`src/shared/pixel_control_regs.vh`:
```
// Register indices, field positions, reset values and timing for the pixel control bank
`ifndef PIXEL_CONTROL_REGS_VH
`define PIXEL_CONTROL_REGS_VH

// Register indices; byte address on the bus is four times the index
`define IDX_MISC_PIN_SELECT     5'h03
`define IDX_LUMA_CTL_ONE        5'h07
`define IDX_LUMA_CTL_TWO        5'h08
`define IDX_BRIGHTNESS          5'h09
`define IDX_SATURATION          5'h0a
`define IDX_HUE                 5'h0b
`define IDX_CONTRAST            5'h0c
`define IDX_OUTPUT_FORMAT       5'h0d
`define IDX_LUMA_CTL_THREE      5'h0e
`define IDX_SHARED_PIN          5'h0f
`define IDX_CROP_START_HIGH     5'h11
`define IDX_CROP_START_LOW      5'h12
`define IDX_BLANK_START         5'h18
`define IDX_BLANK_STOP          5'h19
`define IDX_NOTCH_WIDTH         5'h1b

// Reset values
`define RST_MISC_PIN_SELECT     8'h00
`define RST_LUMA_CTL_ONE        8'h60
`define RST_LUMA_CTL_TWO        8'h00
`define RST_BRIGHTNESS          8'h80
`define RST_SATURATION          8'h80
`define RST_HUE                 8'h00
`define RST_CONTRAST            8'h80
`define RST_OUTPUT_FORMAT       8'h47
`define RST_LUMA_CTL_THREE      8'h00
`define RST_SHARED_PIN          8'h08
`define RST_CROP_START_HIGH     8'h00
`define RST_CROP_START_LOW      8'h00
`define RST_BLANK_START         8'h00
`define RST_BLANK_STOP          8'h00
`define RST_NOTCH_WIDTH         8'h00

// Luma control one fields
`define BIT_LUMA_2X             7
`define BIT_NO_PEDESTAL         6
`define BIT_RAW_HEADER_OFF      5
`define BIT_BLANK_BYPASS        4
// Luma control two fields
`define BIT_TRAP_SELECT         6
// Output format fields
`define BIT_EXT_RANGE           6
`define BIT_PLAIN_TWOS          5
`define PATH_NORMAL             2'h0
`define PATH_DECIMATED          2'h1
`define PATH_RAW                2'h2
`define FMT_DISCRETE_SYNC       3'h0
`define FMT_EMBEDDED_SYNC       3'h7
// Shared pin fields
`define BIT_PIN_A_LOCK          6
`define BIT_PIN_B_LOCK          4
`define BIT_PIN_A_GENLOCK       3
`define BIT_PIN_B_PAL           2
`define BIT_PIN_C_ALT           1
`define BIT_CLOCK_1X            0
// Other fields
`define BIT_FLAG_OFF_IN_BLANK   2
`define BIT_PIN_C_BLANK         7
`define BIT_WIDE_NOTCH          2

// Code levels
`define DUMMY_HEADER            8'h40
`define CHROMA_OFFSET           8'h80
`define UNITY_GAIN_SHIFT        7
`define Y_MIN_NARROW            8'h10
`define Y_MAX_NARROW            8'heb
`define C_MIN_NARROW            8'h10
`define C_MAX_NARROW            8'hf0
`define CODE_MIN_WIDE           8'h01
`define CODE_MAX_WIDE           8'hfe
`define BLANK_LUMA              8'h10

// Luma to chroma delay line
`define DELAY_TAPS              16
`define DELAY_CENTRE            8

`endif

```
`src/logic/pixel_control_regs.v`:
```
// Pixel control register bank of the video decoder with its Wishbone slave and pixel path
//
// Added by the designer: register access over Wishbone.
`timescale 1ns/1ps
`include "pixel_control_regs.vh"

module pixel_control_regs #(
  parameter LINE_W = 10                            // Width of line numbers
) (
  input  wire              clk_i,                  // 20 MHz clock
  input  wire              rst_i,                  // Synchronous reset, active high
  input  wire              wb_cyc_i,               // Wishbone cycle
  input  wire              wb_stb_i,               // Wishbone strobe
  input  wire              wb_we_i,                // Wishbone write enable
  input  wire [6:0]        wb_adr_i,               // Byte address
  input  wire [3:0]        wb_sel_i,               // Byte selects
  input  wire [31:0]       wb_dat_i,               // Write data
  output reg  [31:0]       wb_dat_o,               // Read data
  output reg               wb_ack_o,               // Acknowledge
  input  wire [7:0]        luma_i,                 // Decoded luma sample
  input  wire [7:0]        chroma_i,               // Decoded chroma, two's complement
  input  wire [7:0]        luma_2x_i,              // Second double-rate luma sample
  input  wire [7:0]        decimated_i,            // Decimation filter output
  input  wire [7:0]        raw_sample_i,           // Raw converter sample
  input  wire              anc_slot_i,             // Ancillary header byte slot
  input  wire [7:0]        anc_header_i,           // Standard ancillary header byte
  input  wire              horizontal_blank_region_i, // Horizontal blanking
  input  wire [LINE_W-1:0] line_i,                 // Current line number
  input  wire [LINE_W-1:0] std_blank_start_i,      // Standard blanking first line
  input  wire [LINE_W-1:0] std_blank_stop_i,       // Standard blanking end line
  input  wire              secam_i,                // SECAM being decoded
  input  wire              active_video_i,         // Raw active video indication
  input  wire              field_id_i,             // Field identifier
  input  wire              genlock_i,              // Genlock serial output
  input  wire              lock_i,                 // Horizontal and vertical lock
  input  wire              vsync_i,                // Vertical sync
  input  wire              pal_i,                  // PAL line indicator
  input  wire              irq_i,                  // Interrupt request
  input  wire              gp_level_i,             // General-purpose pin level
  input  wire              clk_2x_i,               // Double-rate sample clock
  input  wire              clk_1x_i,               // Pixel-rate clock
  output reg  [7:0]        pixel_y_o,              // Output luma byte
  output reg  [7:0]        pixel_c_o,              // Output chroma or second luma byte
  output reg               luma_2x_active_o,       // Double-rate luma mode selected
  output reg               embedded_sync_o,        // Embedded sync format chosen
  output reg               format_reserved_o,      // Reserved format or path code
  output reg               active_video_flag_o,    // Gated active video flag
  output reg               field_identifier_out_o, // First shared pin
  output reg               pal_indicator_out_o,    // Second shared pin
  output reg               interrupt_request_out_o, // Third shared pin
  output wire              clock_out_o,            // Clock pin
  output reg  [2:0]        peaking_gain_o,         // Gain in halves: 0,1,2,4
  output reg               trap_filter_o,          // 1 trap filter, 0 comb
  output reg               agc_force_o,            // Pulse detection forced
  output reg               agc_force_on_o,         // Forced level when forced
  output reg  [1:0]        notch_select_o,         // Trap stopband select
  output reg               wide_notch_select_o,    // Wide stopband set
  output reg               pedestal_present_o,     // Setup pedestal present
  output reg  [7:0]        hue_phase_o,            // Effective hue phase
  output reg  [9:0]        crop_start_o,           // Applied crop start offset
  output reg               vertical_blank_out_o    // Adjusted blanking window
);

  reg [7:0] misc_pin_reg;
  reg [7:0] luma_one_reg;
  reg [7:0] luma_two_reg;
  reg [7:0] bright_reg;
  reg [7:0] sat_reg;
  reg [7:0] hue_reg;
  reg [7:0] contrast_reg;
  reg [7:0] format_reg;
  reg [7:0] luma_three_reg;
  reg [7:0] shared_reg;
  reg [7:0] crop_high_reg;
  reg [7:0] crop_low_reg;
  reg [7:0] blank_start_reg;
  reg [7:0] blank_stop_reg;
  reg [7:0] notch_width_reg;

  wire [4:0] idx      = wb_adr_i[6:2];
  wire       req      = wb_cyc_i & wb_stb_i & ~wb_ack_o;
  wire       wr_lane0 = req & wb_we_i & wb_sel_i[0];

  function is_write;
    input [4:0] a;
    input [4:0] target;
    input       lane;
    begin
      is_write = lane && (a == target);
    end
  endfunction

  // Register writes; every bank register is plain read/write
  always @(posedge clk_i) begin
    if (rst_i) begin
      misc_pin_reg    <= `RST_MISC_PIN_SELECT;
      luma_one_reg    <= `RST_LUMA_CTL_ONE;
      luma_two_reg    <= `RST_LUMA_CTL_TWO;
      bright_reg      <= `RST_BRIGHTNESS;
      sat_reg         <= `RST_SATURATION;
      hue_reg         <= `RST_HUE;
      contrast_reg    <= `RST_CONTRAST;
      format_reg      <= `RST_OUTPUT_FORMAT;
      luma_three_reg  <= `RST_LUMA_CTL_THREE;
      shared_reg      <= `RST_SHARED_PIN;
      crop_high_reg   <= `RST_CROP_START_HIGH;
      crop_low_reg    <= `RST_CROP_START_LOW;
      blank_start_reg <= `RST_BLANK_START;
      blank_stop_reg  <= `RST_BLANK_STOP;
      notch_width_reg <= `RST_NOTCH_WIDTH;
      crop_start_o    <= 10'h000;
    end else begin
      if (is_write(idx, `IDX_MISC_PIN_SELECT, wr_lane0))
        misc_pin_reg <= wb_dat_i[7:0];
      if (is_write(idx, `IDX_LUMA_CTL_ONE, wr_lane0))
        luma_one_reg <= wb_dat_i[7:0];
      if (is_write(idx, `IDX_LUMA_CTL_TWO, wr_lane0))
        luma_two_reg <= wb_dat_i[7:0];
      if (is_write(idx, `IDX_BRIGHTNESS, wr_lane0))
        bright_reg <= wb_dat_i[7:0];
      if (is_write(idx, `IDX_SATURATION, wr_lane0))
        sat_reg <= wb_dat_i[7:0];
      if (is_write(idx, `IDX_HUE, wr_lane0))
        hue_reg <= wb_dat_i[7:0];
      if (is_write(idx, `IDX_CONTRAST, wr_lane0))
        contrast_reg <= wb_dat_i[7:0];
      if (is_write(idx, `IDX_OUTPUT_FORMAT, wr_lane0))
        format_reg <= wb_dat_i[7:0];
      if (is_write(idx, `IDX_LUMA_CTL_THREE, wr_lane0))
        luma_three_reg <= wb_dat_i[7:0];
      if (is_write(idx, `IDX_SHARED_PIN, wr_lane0))
        shared_reg <= wb_dat_i[7:0];
      if (is_write(idx, `IDX_CROP_START_HIGH, wr_lane0))
        crop_high_reg <= wb_dat_i[7:0];
      if (is_write(idx, `IDX_CROP_START_LOW, wr_lane0)) begin
        crop_low_reg <= wb_dat_i[7:0];
        // High byte is only staged; the pair takes effect here
        crop_start_o <= {crop_high_reg, wb_dat_i[1:0]};
      end
      if (is_write(idx, `IDX_BLANK_START, wr_lane0))
        blank_start_reg <= wb_dat_i[7:0];
      if (is_write(idx, `IDX_BLANK_STOP, wr_lane0))
        blank_stop_reg <= wb_dat_i[7:0];
      if (is_write(idx, `IDX_NOTCH_WIDTH, wr_lane0))
        notch_width_reg <= wb_dat_i[7:0];
    end
  end

  // Read decode; unmapped indices read zero and still acknowledge
  reg [7:0] rd_byte;
  always @* begin
    if (idx == `IDX_MISC_PIN_SELECT)
      rd_byte = misc_pin_reg;
    else if (idx == `IDX_LUMA_CTL_ONE)
      rd_byte = luma_one_reg;
    else if (idx == `IDX_LUMA_CTL_TWO)
      rd_byte = luma_two_reg;
    else if (idx == `IDX_BRIGHTNESS)
      rd_byte = bright_reg;
    else if (idx == `IDX_SATURATION)
      rd_byte = sat_reg;
    else if (idx == `IDX_HUE)
      rd_byte = hue_reg;
    else if (idx == `IDX_CONTRAST)
      rd_byte = contrast_reg;
    else if (idx == `IDX_OUTPUT_FORMAT)
      rd_byte = format_reg;
    else if (idx == `IDX_LUMA_CTL_THREE)
      rd_byte = luma_three_reg;
    else if (idx == `IDX_SHARED_PIN)
      rd_byte = shared_reg;
    else if (idx == `IDX_CROP_START_HIGH)
      rd_byte = crop_high_reg;
    else if (idx == `IDX_CROP_START_LOW)
      rd_byte = crop_low_reg;
    else if (idx == `IDX_BLANK_START)
      rd_byte = blank_start_reg;
    else if (idx == `IDX_BLANK_STOP)
      rd_byte = blank_stop_reg;
    else if (idx == `IDX_NOTCH_WIDTH)
      rd_byte = notch_width_reg;
    else
      rd_byte = 8'h00;
  end

  always @(posedge clk_i) begin
    if (rst_i) begin
      wb_ack_o <= 1'b0;
      wb_dat_o <= 32'h0000_0000;
    end else begin
      wb_ack_o <= req;
      wb_dat_o <= req ? {24'h00_0000, rd_byte} : 32'h0000_0000;
    end
  end

  // Adjusted vertical blanking window from signed line offsets
  wire signed [LINE_W+1:0] win_start =
    $signed({2'b00, std_blank_start_i}) + $signed({{(LINE_W-6){blank_start_reg[7]}},
    blank_start_reg});
  wire signed [LINE_W+1:0] win_stop =
    $signed({2'b00, std_blank_stop_i}) + $signed({{(LINE_W-6){blank_stop_reg[7]}},
    blank_stop_reg});
  wire signed [LINE_W+1:0] line_s = $signed({2'b00, line_i});
  wire in_blank = (line_s >= win_start) && (line_s < win_stop);

  wire luma_2x_mode = luma_one_reg[`BIT_LUMA_2X] |
                      (luma_one_reg[`BIT_BLANK_BYPASS] & in_blank);

  // Luma and chroma delay lines; chroma is fixed at the centre tap
  reg [7:0] luma_line [0:`DELAY_TAPS-1];
  reg [7:0] chroma_line [0:`DELAY_TAPS-1];
  genvar g;
  generate
    for (g = 0; g < `DELAY_TAPS; g = g + 1) begin : dly
      always @(posedge clk_i) begin
        if (rst_i) begin
          luma_line[g]   <= 8'h00;
          chroma_line[g] <= 8'h00;
        end else if (g == 0) begin
          luma_line[g]   <= luma_i;
          chroma_line[g] <= chroma_i;
        end else begin
          luma_line[g]   <= luma_line[g-1];
          chroma_line[g] <= chroma_line[g-1];
        end
      end
    end
  endgenerate

  // Negative codes count down from 1000 = -1 to 1111 = -8, so invert the magnitude
  wire [3:0] luma_tap = luma_one_reg[3] ? {1'b0, ~luma_one_reg[2:0]} :
                                          {1'b1, luma_one_reg[2:0]};
  wire [7:0] luma_d   = luma_line[luma_tap];
  wire [7:0] chroma_d = chroma_line[`DELAY_CENTRE];

  // Picture adjustment: 128 is unity contrast and saturation, zero brightness
  wire [15:0]        y_prod   = luma_d * contrast_reg;
  wire signed [10:0] y_adj    = $signed({2'b00, y_prod[15:7]}) +
                                $signed({3'b000, bright_reg}) -
                                $signed({3'b000, `CHROMA_OFFSET});
  wire signed [16:0] c_prod   = $signed(chroma_d) * $signed({1'b0, sat_reg});
  wire signed [10:0] c_scaled = $signed(c_prod[16:6]) >>> 1;
  wire signed [10:0] c_code   = c_scaled + $signed({3'b000, `CHROMA_OFFSET});

  wire       ext_range = format_reg[`BIT_EXT_RANGE];
  wire [7:0] y_lo = ext_range ? `CODE_MIN_WIDE : `Y_MIN_NARROW;
  wire [7:0] y_hi = ext_range ? `CODE_MAX_WIDE : `Y_MAX_NARROW;
  wire [7:0] c_lo = ext_range ? `CODE_MIN_WIDE : `C_MIN_NARROW;
  wire [7:0] c_hi = ext_range ? `CODE_MAX_WIDE : `C_MAX_NARROW;

  function [7:0] clip;
    input signed [10:0] v;
    input [7:0]         lo;
    input [7:0]         hi;
    begin
      if (v < $signed({3'b000, lo}))
        clip = lo;
      else if (v > $signed({3'b000, hi}))
        clip = hi;
      else
        clip = v[7:0];
    end
  endfunction

  wire [7:0] y_out = clip(y_adj, y_lo, y_hi);
  wire [7:0] c_off = clip(c_code, c_lo, c_hi);
  // Plain two's complement is the offset code with its top bit flipped
  wire [7:0] c_out = format_reg[`BIT_PLAIN_TWOS] ? (c_off ^ `CHROMA_OFFSET) : c_off;

  wire [1:0] path = format_reg[4:3];
  wire [2:0] fmt  = format_reg[2:0];

  // Output stream; the header slot wins over every data path
  always @(posedge clk_i) begin
    if (rst_i) begin
      pixel_y_o        <= 8'h00;
      pixel_c_o        <= 8'h00;
      luma_2x_active_o <= 1'b0;
    end else begin
      luma_2x_active_o <= luma_2x_mode;
      if (anc_slot_i) begin
        pixel_y_o <= luma_one_reg[`BIT_RAW_HEADER_OFF] ?
                     `DUMMY_HEADER : anc_header_i;
        pixel_c_o <= luma_one_reg[`BIT_RAW_HEADER_OFF] ?
                     `DUMMY_HEADER : anc_header_i;
      end else if (path == `PATH_DECIMATED) begin
        pixel_y_o <= horizontal_blank_region_i ? `BLANK_LUMA : decimated_i;
        pixel_c_o <= horizontal_blank_region_i ? `CHROMA_OFFSET : decimated_i;
      end else if (path == `PATH_RAW) begin
        pixel_y_o <= raw_sample_i;
        pixel_c_o <= raw_sample_i;
      end else if (luma_2x_mode) begin
        pixel_y_o <= luma_d;
        pixel_c_o <= luma_2x_i;
      end else begin
        pixel_y_o <= y_out;
        pixel_c_o <= c_out;
      end
    end
  end

  // Shared pins, filter controls and derived levels
  wire combined_lock = lock_i;
  always @(posedge clk_i) begin
    if (rst_i) begin
      embedded_sync_o         <= 1'b1;
      format_reserved_o       <= 1'b0;
      active_video_flag_o     <= 1'b0;
      field_identifier_out_o  <= 1'b0;
      pal_indicator_out_o     <= 1'b0;
      interrupt_request_out_o <= 1'b0;
      peaking_gain_o          <= 3'h0;
      trap_filter_o           <= 1'b0;
      agc_force_o             <= 1'b0;
      agc_force_on_o          <= 1'b0;
      notch_select_o          <= 2'h0;
      wide_notch_select_o     <= 1'b0;
      pedestal_present_o      <= 1'b0;
      hue_phase_o             <= 8'h00;
      vertical_blank_out_o    <= 1'b0;
    end else begin
      embedded_sync_o   <= (fmt == `FMT_EMBEDDED_SYNC);
      format_reserved_o <= ((fmt != `FMT_EMBEDDED_SYNC) && (fmt != `FMT_DISCRETE_SYNC))
                           || (path == 2'h3);
      active_video_flag_o <= active_video_i &
        ~(crop_low_reg[`BIT_FLAG_OFF_IN_BLANK] & in_blank);
      if (shared_reg[`BIT_PIN_A_GENLOCK])
        field_identifier_out_o <= genlock_i;
      else if (shared_reg[`BIT_PIN_A_LOCK])
        field_identifier_out_o <= combined_lock;
      else
        field_identifier_out_o <= field_id_i;
      if (!shared_reg[`BIT_PIN_B_PAL])
        pal_indicator_out_o <= vsync_i;
      else if (shared_reg[`BIT_PIN_B_LOCK])
        pal_indicator_out_o <= combined_lock;
      else
        pal_indicator_out_o <= pal_i;
      if (!shared_reg[`BIT_PIN_C_ALT])
        interrupt_request_out_o <= irq_i;
      else if (misc_pin_reg[`BIT_PIN_C_BLANK])
        interrupt_request_out_o <= in_blank;
      else
        interrupt_request_out_o <= gp_level_i;
      case (luma_two_reg[3:2])
        2'h0: peaking_gain_o <= 3'h0;
        2'h1: peaking_gain_o <= 3'h1;
        2'h2: peaking_gain_o <= 3'h2;
        default: peaking_gain_o <= 3'h4;
      endcase
      trap_filter_o  <= luma_two_reg[`BIT_TRAP_SELECT];
      agc_force_o    <= luma_two_reg[1];
      agc_force_on_o <= luma_two_reg[1] & luma_two_reg[0];
      notch_select_o      <= luma_three_reg[1:0];
      wide_notch_select_o <= notch_width_reg[`BIT_WIDE_NOTCH];
      pedestal_present_o  <= ~luma_one_reg[`BIT_NO_PEDESTAL];
      hue_phase_o          <= secam_i ? 8'h00 : hue_reg;
      vertical_blank_out_o <= in_blank;
    end
  end

  // Clock pin is a pure mux so the output keeps the source clock's shape
  assign clock_out_o = shared_reg[`BIT_CLOCK_1X] ? clk_1x_i : clk_2x_i;

endmodule // pixel_control_regs

```
`config.mk`:
```
export PLATFORM = sky130hd
export DESIGN_NAME = pixel_control_regs
export DESIGN_NICKNAME = d
export VERILOG_FILES = /design/src/logic/pixel_control_regs.v
export VERILOG_INCLUDE_DIRS = /design/src /design/src/shared
export SDC_FILE = /design/constraint.sdc
export NUM_CORES = 1
export LEC_CHECK = 0
export BUFFER_PORTS_ARGS = -buffer_cell sky130_fd_sc_hd__buf_2
export CAP_MARGIN = 0
export CORE_ASPECT_RATIO = 1.75
export CORE_MARGIN = 3
export CORE_UTILIZATION = 46
export DETAILED_ROUTE_END_ITERATION = 10
export PLACE_DENSITY_LB_ADDON = 0.05
export SYNTH_ARGS = -nofsm -noshare
export SYNTH_HDL_FRONTEND = slang
export SYNTH_SLANG_ARGS = --single-unit
```
`constraint.sdc`:
```
create_clock -name clk_i -period 11.6 [get_ports clk_i]
set_input_delay 3.48 -clock clk_i [delete_from_list [all_inputs] [get_ports clk_i]]
set_output_delay 3.48 -clock clk_i [all_outputs]
set_load 0.01 [all_outputs]
```
* Word-level counts from Yosys, hierarchy flattened *
Memory sizes are Yosys's and may differ from the RTL's.
Index checks and enable logic that the tools add are counted.

word-level totals
  bits in registers = 205
  latch bits = 0
  bits in writable memories = 256
  bits in read-only memories = 0
  input port bits = 139
  output and inout port bits = 86
  logic and storage cells = 221
  memories kept = 2

operators by class
  add/subtract/negate cells = 5
  $mul = 2
  div/mod/pow operators = 0
  $lt $le $gt $ge = 6
  equal/unequal tests = 22
  shift operators = 0
  muxes and demuxes = 78
  bitwise logic cells = 47
  reductions and logical operators = 22

memory list
  name         depth  width  rd ports  clocked after Yosys merged registers in  wr ports  line                      source
  chroma_line  16     8      15        0                                        16        pixel_control_regs.v:211  reg [7:0] chroma_line [0:`DELAY_TAPS-1];
  luma_line    16     8      16        0                                        16        pixel_control_regs.v:210  reg [7:0] luma_line [0:`DELAY_TAPS-1];

operator list
  kind                                                                    count
  8-bit 2-to-1 mux                                                        63
  5-bit by 4-bit equality test with 1-bit output (second input constant)  8
  1-bit OR                                                                33
  5-bit equality test (second input constant)                             5
  11-bit by 8-bit adder with 12-bit output                                2
  11-bit by 9-bit greater-than comparator with 1-bit output               2
  11-bit by 6-bit less-than comparator with 1-bit output                  2
  1-bit logical AND                                                       17
  8-bit by 9-bit multiplier with 17-bit output                            1
  8-bit by 8-bit multiplier with 16-bit output                            1
  11-bit by 12-bit >= comparator with 1-bit output                        1
  11-bit by 12-bit less-than comparator with 1-bit output                 1
  10-bit by 9-bit adder with 11-bit output (second input constant)        1
  10-bit by 8-bit subtractor with 11-bit output (second input constant)   1
  9-bit by 8-bit adder with 10-bit output                                 1
  1-bit 2-to-1 mux                                                        10
  5-bit 2-to-1 mux                                                        2
  3-bit one-hot mux with 3 select lines                                   1
  1-bit bitwise AND                                                       8
  4-bit 2-to-1 mux                                                        2
  2-bit equality test (second input constant)                             3
  5-bit by 2-bit equality test with 1-bit output (second input constant)  1
  5-bit by 3-bit equality test with 1-bit output (second input constant)  1
  1-bit NOT                                                               5
  other kinds (8)                                                         10

* Longest topological paths before layout *
Gate-level depths: netlist of run 1.

  depth after elaboration = 16
  depth in mapped cells = 40
  gate-level depth less buffers = 35

* Worst setup path before layout of run 1 *
Ideal clock, no wire load.

  path kind = reg2reg
  from = register luma_one_reg[3]
  to = register pixel_y_o[7]
  setup time = 0.122 ns
  arrival = 9.423 ns
  data required time = 11.478 ns
  setup slack = 2.056 ns
  stages on the path, launching flop included = 39
  path buffers = 6
  clock period less this slack = 9.544 ns
  cells stage by stage = dfxtp_1 > buf_6 > buf_6 > clkbuf_1 > xor2_1 > buf_2 > mux4_2 > mux4_2 > and2_1 > fa_1 > fa_1 > fa_1 > inv_1 > fa_1 > inv_1 > ha_1 > a21o_1 > a21o_1 > [3 not listed] > nor2b_1 > o21a_1 > nor2_1 > xor2_1 > ha_1 > inv_1 > ha_1 > a2111oi_0 > or2_2 > clkbuf_1 > or4b_2 > a21oi_1 > nand2_1 > mux2_4 > buf_6 > o21bai_1 > o21ai_0 > a221o_1

between the ends
  cells in the longest elaborated chain, start to end = 12
  elaborated cells between the ends (all ways) = 13
  those cells by class = add/sub (2); mul (1); order compare (2); mux (7); memory (1)

ends and longest elaborated chain
  element                                                    line                      source
  start: declaration                                         pixel_control_regs.v:65   reg [7:0] luma_one_reg;
  start signal: assignment                                   pixel_control_regs.v:97   luma_one_reg <= `RST_LUMA_CTL_ONE;
  start signal: assignment                                   pixel_control_regs.v:116  luma_one_reg <= wb_dat_i[7:0];
  4-bit 2-to-1 mux (*)                                       pixel_control_regs.v:231  wire [3:0] luma_tap = luma_one_reg[3] ? {1'b0, ~luma_one_reg[2:0]} :
  memory 16 x 8 bit (*)                                      -
  8-bit by 8-bit multiplier with 16-bit output               pixel_control_regs.v:237  wire [15:0] y_prod = luma_d * contrast_reg;
  9-bit by 8-bit adder with 10-bit output                    pixel_control_regs.v:238  wire signed [10:0] y_adj = $signed({2'b00, y_prod[15:7]}) +
  10-bit by 8-bit subtractor with 11-bit output              pixel_control_regs.v:238
  11-bit by 9-bit greater-than comparator with 1-bit output  pixel_control_regs.v:258  else if (v > $signed({3'b000, hi}))
  8-bit 2-to-1 mux                                           pixel_control_regs.v:258
  8-bit 2-to-1 mux                                           pixel_control_regs.v:256  if (v < $signed({3'b000, lo}))
  8-bit 2-to-1 mux (*)                                       pixel_control_regs.v:292  end else if (luma_2x_mode) begin
  8-bit 2-to-1 mux (*)                                       pixel_control_regs.v:289  end else if (path == `PATH_RAW) begin
  8-bit 2-to-1 mux (*)                                       pixel_control_regs.v:286  end else if (path == `PATH_DECIMATED) begin
  8-bit 2-to-1 mux (*)                                       pixel_control_regs.v:281  if (anc_slot_i) begin
  end signal: assignment                                     pixel_control_regs.v:282  pixel_y_o <= luma_one_reg[`BIT_RAW_HEADER_OFF] ?
  end signal: assignment                                     pixel_control_regs.v:287  pixel_y_o <= horizontal_blank_region_i ? `BLANK_LUMA : decimated_i;
  end signal: assignment                                     pixel_control_regs.v:290  pixel_y_o <= raw_sample_i;
  end: declaration                                           pixel_control_regs.v:42   output reg [7:0] pixel_y_o,

Mark *: on every way between the ends. The rest lies on a longest branch, timed or not.
A chain may end at the register's enable or synchronous reset.

* Worst setup path after layout of run 1 *
  from = register luma_one_reg[0]
  to = register pixel_y_o[4]

between the ends
  cells in the longest elaborated chain, start to end = 13
  elaborated cells between the ends (all ways) = 14
  those cells by class = add/sub (2); mul (1); order compare (2); mux (7); bitwise (1); memory (1)

ends and longest elaborated chain
  element                                                    line
  3-bit NOT                                                  pixel_control_regs.v:231
  4-bit 2-to-1 mux (*)                                       pixel_control_regs.v:231
  memory 16 x 8 bit (*)                                      -
  8-bit by 8-bit multiplier with 16-bit output               pixel_control_regs.v:237
  9-bit by 8-bit adder with 10-bit output                    pixel_control_regs.v:238
  10-bit by 8-bit subtractor with 11-bit output              pixel_control_regs.v:238
  11-bit by 9-bit greater-than comparator with 1-bit output  pixel_control_regs.v:258
  8-bit 2-to-1 mux                                           pixel_control_regs.v:258
  8-bit 2-to-1 mux                                           pixel_control_regs.v:256
  8-bit 2-to-1 mux (*)                                       pixel_control_regs.v:292
  8-bit 2-to-1 mux (*)                                       pixel_control_regs.v:289
  8-bit 2-to-1 mux (*)                                       pixel_control_regs.v:286
  8-bit 2-to-1 mux (*)                                       pixel_control_regs.v:281

Marked as above.

==> impl_metrics.json, run 1 <==
{
  "p_leak_nw": 10.11,
  "syn_avg_cell_area_um2": 9.386,
  "clock.fmax_mhz": 99.04,
  "grt_pass1_vias": 15640,
  "yosysSeqAreaShare_pct": 37.15,
  "syn_inst": 2176,
  "finalWorstPathRequiredPeriod_ps": 10100,
  "grtUsageTotal_pct": 22.86,
  "numCtsBuffers": 37,
  "fin_setup_tns_ps": 0,
  "layout-drive-gt1-share_pct": 13.31,
  "critPathKind": "register to register",
  "worstPathArrival_ps": 10550,
  "synth_area_um2": 20420,
  "cp_slowest_cell": "dfxtp_1",
  "required_ps": 12050,
  "dieArea_um2": 47060,
  "die_w_um": 165.3,
  "cts.sinks": 379,
  "drtPass1Iterations": 6,
  "power-per-cell-area_nw_per_um2": 119.5,
  "grt_max_degree": 208,
  "peakVddDrop_mv": 0.1332,
  "rows": 101,
  "yosysUniqueCellTypes": 81,
  "slew_headroom_pct": 26.83,
  "rrSetupSlack_ps": 1500,
  "min_path_cells": 1,
  "avgViaCountPerCell": 5.375,
  "fin_worst_skew_ps": 19.20,
  "worstRegToRegCells": 33,
  "cts_resized": 0,
  "area_growth_pct": 12.40,
  "vias": 15520,
  "synth_top_flop_cell": "dfxtp_1",
  "synth_area_leaders": "dfxtp_1 (37%), ha_1 (8.8%), fa_1 (7.2%)",
  "maxSlewViolCount": 0,
  "wl_mm": 53.65,
  "io_pins": 225,
  "overflow": 0,
  "ant_nets": 0,
  "ys_seq_elements": 379,
  "largest_register_ffs": 128,
  "routabilityCongestion": 0.8841,
  "tightest_slew_ps": 1098,
  "slowest_delay_ps": 930,
  "hold_buffers": 0,
  "timing.rr.start": "luma_one_reg[0]$_SDFFE_PP0P_",
  "htree_levels": 2,
  "reg_top3": "luma_line x128, chroma_line x72, crop_start_o x10",
  "rsz0062_at_grt": "no",
  "core_um2": 43600,
  "drc": 0,
  "yosys.area.top_type_share_pct": 37.15,
  "antenna_found_initial": 0,
  "synthArstFlopShare_pct": 0,
  "setup_viol": 0,
  "clk_pin_slew_ps": 60,
  "cts_max_path_buffers": 3,
  "clockRootBuffer": "clkbuf_16",
  "hold_ws_ps": 433.3,
  "post-cts-setup-buffers": 0,
  "crit_fanout": 15,
  "fin_crit_sh_pct": 87.05,
  "yosys.area.top_type": "dfxtp_1",
  "port_buffers": 171,
  "final_common_cell": "dfxtp_1",
  "dr.first_iter.drc_count": 1019,
  "cts_tree": "done",
  "min_path_type": "register to register",
  "hold-path-endpoint": "chroma_line[0][44]$_SDFF_PP0_",
  "timing.rr.end": "pixel_y_o[4]$_SDFF_PP0_",
  "synth_edf_count": 0,
  "diodes": 0,
  "grt_pass1_wl_mm": 84.81,
  "status": "finished, final reports clean",
  "hold_start": "chroma_line[0][36]$_SDFF_PP0_",
  "dp_hpwl_mm": 40.23,
  "clkLatencyLatePin_ps": 550,
  "critPathLaunchType": "register",
  "yosys_warnings": 0,
  "max_cap_viol_count": 0,
  "initial_utilization_pct": 46.85,
  "end_kind": "register",
  "hold_viol": 0,
  "die_h_um": 284.8,
  "top_register": "luma_line",
  "nets": 2651,
  "final_cell_mix": "dfxtp_1 (379), nand2_1 (228), nor2b_1 (215)",
  "wl_per_cell_um": 18.58
}
## per-layer routing
metal | vias up | track usage, % | part of all wire, %
met2 | 407 | 41.76 | 52
met3 | 99 | 2.544 | 4.4
met1 | 7439 | 26.54 | 39
met5 | - | 0 | 0
li1 | 7573 | - | -
met4 | 0 | 9.654 | 4.5
## cells in the mapped netlist, types with 4 or more instances
master / n
or3_1: 10
a222oi_1: 12
nor4_1: 4
ha_1: 144
o31ai_1: 9
a21oi_1: 160
o211ai_1: 6
nor2b_1: 215
nor3b_1: 5
mux2_1: 4
xnor2_1: 21
buf_2: 5
a2111oi_0: 4
o21bai_1: 9
buf_4: 26
nand2b_1: 32
mux4_2: 38
and3_1: 12
a31oi_1: 18
o21a_1: 11
nand3_1: 17
nand4_1: 6
o21ai_0: 40
and2_1: 96
fa_1: 73
a22oi_1: 15
nor2_1: 136
a211o_1: 9
mux2_2: 6
buf_1: 5
or2_1: 5
clkbuf_1: 89
xor2_1: 20
nand3b_1: 9
dfxtp_1: 379
mux2i_1: 57
nor3_1: 23
a21o_1: 21
or2_2: 6
nand2_1: 228
a211oi_1: 8
inv_1: 117
## worst max-delay path: cells and delay by family, from the launching register on
kind / cells / cell delay [ps]
AOI/OAI and AO/OA: 10 / 1810
xor gates and xnor gates: 2 / 750
adders and majority gates: 7 / 2870
buffers and inverters: 4 / 440
DFF: 1 / 930
muxes: 3 / 1480
and+or+nand+nor: 7 / 1720
## per-stage QoR
step | total power, mW | std cells | setup slack (ps) | util (%) | instance area (µm²)
floorplan | 1.431 | 2199 | 2056 | - | 20510
global placement | 1.479 | 2822 | 1434 | 49.63 | 21640
detailed placement | 1.480 | 2822 | 1395 | 49.63 | 21640
CTS | 2.773 | 2887 | 1363 | 52.66 | 22960
global route | 2.838 | 2887 | 718.8 | 52.66 | 22960
finish | 2.743 | 2887 | 1503 | 52.66 | 22960
## where the power goes
group          internal, mW  leakage [nW]  switching, mW  total, mW
Clock                 0.761         0.633          0.531       1.29
Combinational        0.0465          6.41         0.0849      0.131
Sequential             1.31          3.07        0.00486       1.32
## worst max-delay path by stage
stage,startpoint,endpoint,slack [ps],cells past startpoint
after floorplan,luma_one_reg[3]$_SDFFE_PP0P_,pixel_y_o[7]$_SDFF_PP0_,2060,38
after global placement,luma_one_reg[0]$_SDFFE_PP0P_,pixel_y_o[7]$_SDFF_PP0_,1430,34
after detailed placement,luma_one_reg[0]$_SDFFE_PP0P_,pixel_y_o[4]$_SDFF_PP0_,1400,33
after CTS,luma_one_reg[0]$_SDFFE_PP0P_,pixel_y_o[4]$_SDFF_PP0_,1360,33
after global routing,luma_one_reg[0]$_SDFFE_PP0P_,pixel_y_o[7]$_SDFF_PP0_,720,34
final,luma_one_reg[0]$_SDFFE_PP0P_,pixel_y_o[4]$_SDFF_PP0_,1500,33
## layout make-up
class	instances	area [µm²]
Clock buffer	51	1059
Inverter	117	439.2
Multi-Input combinational cell	1575	11920
Timing Repair Buffer	185	983.4
Fill cell	4133	20640
Sequential cell	379	7587
Tap cell	566	708.2
Clock inverter	14	261.5
## logic make-up after synthesis
| logic type | count (synthesis) | synth area share, % |
|---|---|---|
| xor+xnor | 41 | 1.758 |
| fa+ha+maj | 217 | 15.98 |
| compound gates | 373 | 11.97 |
| simple gates | 814 | 20.40 |
| other cells | 1 | 0.01836 |
| mux | 106 | 7.608 |
| flops | 379 | 37.15 |
| buf+inv | 245 | 5.121 |
Power figures use the tool's default switching activity.
==> inputs of run 2 (changes only) <==
--- a/config.mk
+++ b/config.mk
@@ -6,6 +6,7 @@
 export SDC_FILE = /design/constraint.sdc
 export NUM_CORES = 1
 export LEC_CHECK = 0
+export ABC_AREA = 1
 export BUFFER_PORTS_ARGS = -buffer_cell sky130_fd_sc_hd__buf_2
 export CAP_MARGIN = 0
 export CORE_ASPECT_RATIO = 1.75
==> impl_metrics.json, run 2 <==
{
  "cts.sinks": 379,
  "rsz0062_at_grt": "no",
  "status": "finished, final reports clean",
  "final_cell_mix": "nor2_1 (537), inv_1 (466), dfxtp_1 (379)",
  "grt_pass1_wl_mm": 85.39,
  "maxSlewViolCount": 0,
  "core_um2": 43600,
  "grtUsageTotal_pct": 22.68,
  "synth_edf_count": 0,
  "dp_slack_ps": 1719,
  "syn_inst": 2749,
  "overflow": 0,
  "synth_area_leaders": "dfxtp_1 (37%), nor2_1 (9.9%), ha_1 (8.8%)",
  "worstPathArrival_ps": 10230,
  "fin_crit_sh_pct": 84.51,
  "yosysSeqAreaShare_pct": 37.26,
  "cp_slowest_cell": "nand4_1",
  "wl_met3_mm": 1.792,
  "multi_input_area_um2": 10490,
  "p_leak_nw": 11.04,
  "area_growth_pct": 11.88,
  "die_h_um": 284.3,
  "peakVddDrop_mv": 0.1050,
  "hold_buffers": 0,
  "clockRootBuffer": "clkbuf_16",
  "met2WireLength_mm": 29.62,
  "register_area_um2": 7587,
  "setup_viol": 0,
  "setup_ws_ps": 1797,
  "clkLatencyLatePin_ps": 540,
  "fin_setup_tns_ps": 0,
  "final_common_cell": "nor2_1",
  "cts_max_path_buffers": 3,
  "placed_cell_area_um2": 21470,
  "post-cts-setup-buffers": 0,
  "finalWorstPathRequiredPeriod_ps": 9803,
  "drtPass1Iterations": 6,
  "yosys_warnings": 0,
  "htree_levels": 2,
  "final_core_util_pct": 52.25,
  "routabilityCongestion": 0.8888,
  "layout-drive-gt1-share_pct": 9.509,
  "ant_nets": 0,
  "io_pins": 225,
  "hold_viol": 0,
  "yosysUniqueCellTypes": 53,
  "slew_headroom_pct": 31.75,
  "max_cap_viol_count": 0,
  "fin_cells": 3458,
  "synth_top_flop_cell": "dfxtp_1",
  "grt_max_degree": 108,
  "wl_met1_mm": 19.78,
  "synthTopCellsByCount": "nor2_1 (537), inv_1 (467), dfxtp_1 (379), nand2_1 (367), o21ai_0 (225)",
  "dr.first_iter.drc_count": 692,
  "p_total_mw": 2.737,
  "wl_mm": 53.58,
  "yosys.area.top_type": "dfxtp_1",
  "synth_area_um2": 20360,
  "initial_utilization_pct": 46.70,
  "placed_cells": 3392,
  "dieArea_um2": 46930,
  "syn_avg_cell_area_um2": 7.407,
  "grt_pass1_vias": 17270,
  "top_layer_used": "met4",
  "diodes": 0,
  "reg_top3": "luma_line x128, chroma_line x72, crop_start_o x10",
  "avgViaCountPerCell": 5.029,
  "slowest_delay_ps": 550,
  "yosys.area.top_type_share_pct": 37.26,
  "critPathKind": "register to register",
  "critPathLaunchType": "register",
  "fin_worst_skew_ps": 31.58,
  "synthArstFlopShare_pct": 0,
  "synthMostInstantiatedCell": "nor2_1",
  "cts_resized": 0,
  "hold_ws_ps": 392.4,
  "fin_area_um2": 22780,
  "dp_hpwl_mm": 40.45,
  "required_ps": 12030,
  "crit_path_frequent_cell": "nand2_1",
  "top_register": "luma_line",
  "antenna_found_initial": 0,
  "rows": 101,
  "ys_seq_elements": 379,
  "die_w_um": 165.0,
  "cts_tree": "done",
  "nets": 3221,
  "tightest_slew_ps": 1024,
  "power-per-cell-area_nw_per_um2": 120.2,
  "crit_fanout": 33,
  "min_path_type": "register to register",
  "wl_per_cell_um": 15.49,
  "numCtsBuffers": 37,
  "clock.fmax_mhz": 102.0,
  "fill_cells": 4391,
  "clk_pin_slew_ps": 70,
  "drc": 0,
  "largest_register_ffs": 128,
  "end_kind": "register",
  "vias": 17390,
  "port_buffers": 171
}
-- run 2: changes by cell type after synthesis, sizes merged, moves of 96 or more --
| cell | delta |
|---|---|
| nor2 | +402 |
| o21ai | +193 |
| nor2b | -215 |
| inv | +353 |
| and2 | -96 |
| nand2 | +151 |
-- run 2: cells by family (layout without fill, tap and decap cells) --
group | Yosys count | count (layout) | share of synthesized area [%]
flops | 379 | 379 | 37.26
buf+inv | 600 | 720 | 11.68
fa+ha+maj | 217 | 217 | 16.03
xor+xnor | 39 | 39 | 1.678
simple gates | 1042 | 1042 | 20.68
other cells | 1 | 24 | 0.01842
compound gates | 471 | 471 | 12.66
-- run 2: cell type report --
cell class | instances | area share (%)
clock buffers | 51 | 4.740
clock inverters | 15 | 1.011
inverters | 479 | 7.893
multi-input cells | 1793 | 46.03
flip-flops and latches | 379 | 33.31
well taps | 566 | 3.109
repair buffers | 175 | 3.916
-- run 2: where the power goes --
group	total, mW	leakage (nW)	switching (mW)	internal (mW)
sequential	1.32	3.06	0.00432	1.31
clock	1.28	0.645	0.515	0.769
combinational	0.135	7.33	0.0923	0.0432
-- run 2: critical path, delay by kind of cell, from the launching register on --
| kind | cells | cell delay, ps |
|---|---|---|
| AOI/OAI and AO/OA | 11 | 1990 |
| buffers and inverters | 6 | 890 |
| and+or+nand+nor | 15 | 2700 |
| adders and majority gates | 8 | 3270 |
| DFF | 1 | 380 |
| xor gates and xnor gates | 2 | 420 |
-- run 2: final timing paths --
check | to | cells after the start | start | slack, ps
max reg2reg | pixel_y_o[2]$_SDFF_PP0_ | 42 | luma_one_reg[3]$_SDFFE_PP0P_ | 1800
min | chroma_line[1][1]$_SDFF_PP0_ | 2 | chroma_line[0][57]$_SDFF_PP0_ | 390
max | pixel_y_o[2]$_SDFF_PP0_ | 42 | luma_one_reg[3]$_SDFFE_PP0P_ | 1800
min reg2reg | chroma_line[1][1]$_SDFF_PP0_ | 2 | chroma_line[0][57]$_SDFF_PP0_ | 390
-- run 2: layer usage --
| layer | track usage [%] | vias up |
|---|---|---|
| li1 | - | 8775 |
| met5 | 0 | - |
| met1 | 23.36 | 8160 |
| met4 | 9.549 | 0 |
| met2 | 44.57 | 323 |
| met3 | 2.683 | 133 |
==> inputs of run 3 (changes only) <==
==> constraint.sdc (replaced) <==
create_clock -name clk_i -period 9.5 [get_ports clk_i]
set_input_delay 2.85 -clock clk_i [delete_from_list [all_inputs] [get_ports clk_i]]
set_output_delay 2.85 -clock clk_i [all_outputs]
set_load 0.01 [all_outputs]
==> impl_metrics.json, run 3 (same netlist as run 2, synthesis figures left out) <==
{
  "cts_tree": "done",
  "cp_slowest_cell": "fa_1",
  "power-per-cell-area_nw_per_um2": 140.3,
  "rows": 101,
  "core_um2": 43600,
  "setup_ws_ps": 894.1,
  "crit_fanout": 61,
  "worstPathArrival_ps": 9050,
  "die_h_um": 284.3,
  "grtUsageTotal_pct": 22.69,
  "fill_cells": 4381,
  "avgViaCountPerCell": 5.021,
  "wl_mm": 53.69,
  "required_ps": 9940,
  "area_growth_pct": 11.67,
  "crit_path_frequent_cell": "nand2_1",
  "final_common_cell": "nor2_1",
  "cp_top_family": "adder cells",
  "die_w_um": 165.0,
  "io_pins": 225,
  "grt_max_degree": 112,
  "fin_cells": 3463,
  "hold_viol": 0,
  "critPathBufInv": 7,
  "ant_nets": 0,
  "clockRootBuffer": "clkbuf_16",
  "min_path_type": "register to register",
  "vias": 17390,
  "htree_levels": 2,
  "drc": 0,
  "fin_setup_tns_ps": 0,
  "dp_slack_ps": 463.5,
  "min_path_cells": 2,
  "nets": 3231,
  "fin_worst_skew_ps": 29.97,
  "worstRegToRegCells": 44,
  "hold_buffers": 0,
  "cts_max_path_buffers": 3,
  "drtPass1Iterations": 5,
  "status": "finished, final reports clean",
  "grt_pass1_wl_mm": 85.33,
  "port_buffers": 171,
  "dr.first_iter.drc_count": 652,
  "dieArea_um2": 46930,
  "numCtsBuffers": 36,
  "setup_viol": 0,
  "initial_utilization_pct": 46.70,
  "peakVddDrop_mv": 0.1293,
  "slew_headroom_pct": 29.31,
  "routabilityCongestion": 0.8767,
  "critPathLaunchType": "register",
  "grt_pass1_vias": 17070,
  "cp.depth": 44,
  "tightest_slew_ps": 1060,
  "wl_per_cell_um": 15.50,
  "reg_top3": "luma_line x128, chroma_line x72, crop_start_o x10",
  "p_total_mw": 3.189,
  "final_core_util_pct": 52.15,
  "rsz0062_at_grt": "no",
  "cts.sinks": 379,
  "final_cell_mix": "nor2_1 (536), inv_1 (466), dfxtp_1 (379)",
  "layout-drive-gt1-share_pct": 9.769,
  "placed_cells": 3403,
  "p_leak_nw": 11.03,
  "placed_cell_area_um2": 21570,
  "overflow": 0,
  "top_register": "luma_line",
  "clk_pin_slew_ps": 70,
  "dp_hpwl_mm": 40.68,
  "fin_crit_sh_pct": 90.59,
  "finalWorstPathRequiredPeriod_ps": 8606,
  "hold_ws_ps": 396.0,
  "clock.fmax_mhz": 116.2,
  "diodes": 0,
  "largest_register_ffs": 128,
  "slowest_delay_ps": 540,
  "critPathKind": "register to register",
  "fin_area_um2": 22740,
  "clkLatencyLatePin_ps": 550,
  "antenna_found_initial": 0,
  "max_cap_viol_count": 0,
  "maxSlewViolCount": 0,
  "end_kind": "register"
}
## run 3: cell types whose count changed in the layout (fill, tap and decap cells not counted), sizes merged
cell and change:
buf +11, bufinv -4, clkinvlp -1, clkbuf -1
## run 3: tightest hold or removal path, cell delays in order, from the launching register on
cell and delay, ps:
dfxtp_1 300, inv_1 40, nor2_1 30
## run 3: layout make-up
class                      instances  area, µm²  share of cell area (%)
inverter                         479       1800                   7.918
clock inverter                    10      101.3                  0.4457
sequential                       379       7587                   33.37
tap                              566      708.2                   3.115
timing repair buffer             186      987.2                   4.342
clock buffer                      50       1045                   4.595
multi-input combinational       1793      10510                   46.22
## run 3: final timing paths
check	start	to	slack, ps
setup / recovery	luma_one_reg[3]$_SDFFE_PP0P_	pixel_y_o[2]$_SDFF_PP0_	890
setup reg to reg	luma_one_reg[3]$_SDFFE_PP0P_	pixel_y_o[2]$_SDFF_PP0_	890
hold / removal	chroma_line[0][41]$_SDFF_PP0_	chroma_line[0][49]$_SDFF_PP0_	400
hold reg to reg	chroma_line[0][41]$_SDFF_PP0_	chroma_line[0][49]$_SDFF_PP0_	400
## run 3: timing repair
item,4_1_cts,5_1_grt
resized for setup,0,7
hold endpoints to repair,0,0
setup endpoints to repair,0,8
buffers inserted,0,0
## run 3: per-layer routing
layer	GRT usage (%)	routed length [µm]	vias to the layer above
met2	43.98	29440	359
met1	23.93	19820	8113
met3	2.056	1854	128
li1	-	-	8788
met5	0	0	-
met4	10.43	2580	0
## run 3: power breakdown
part	leakage [nW]	internal, mW	switching (mW)
combinational	7.39	0.0547	0.114
sequential	3.06	1.60	0.00510
clock	0.570	0.800	0.612
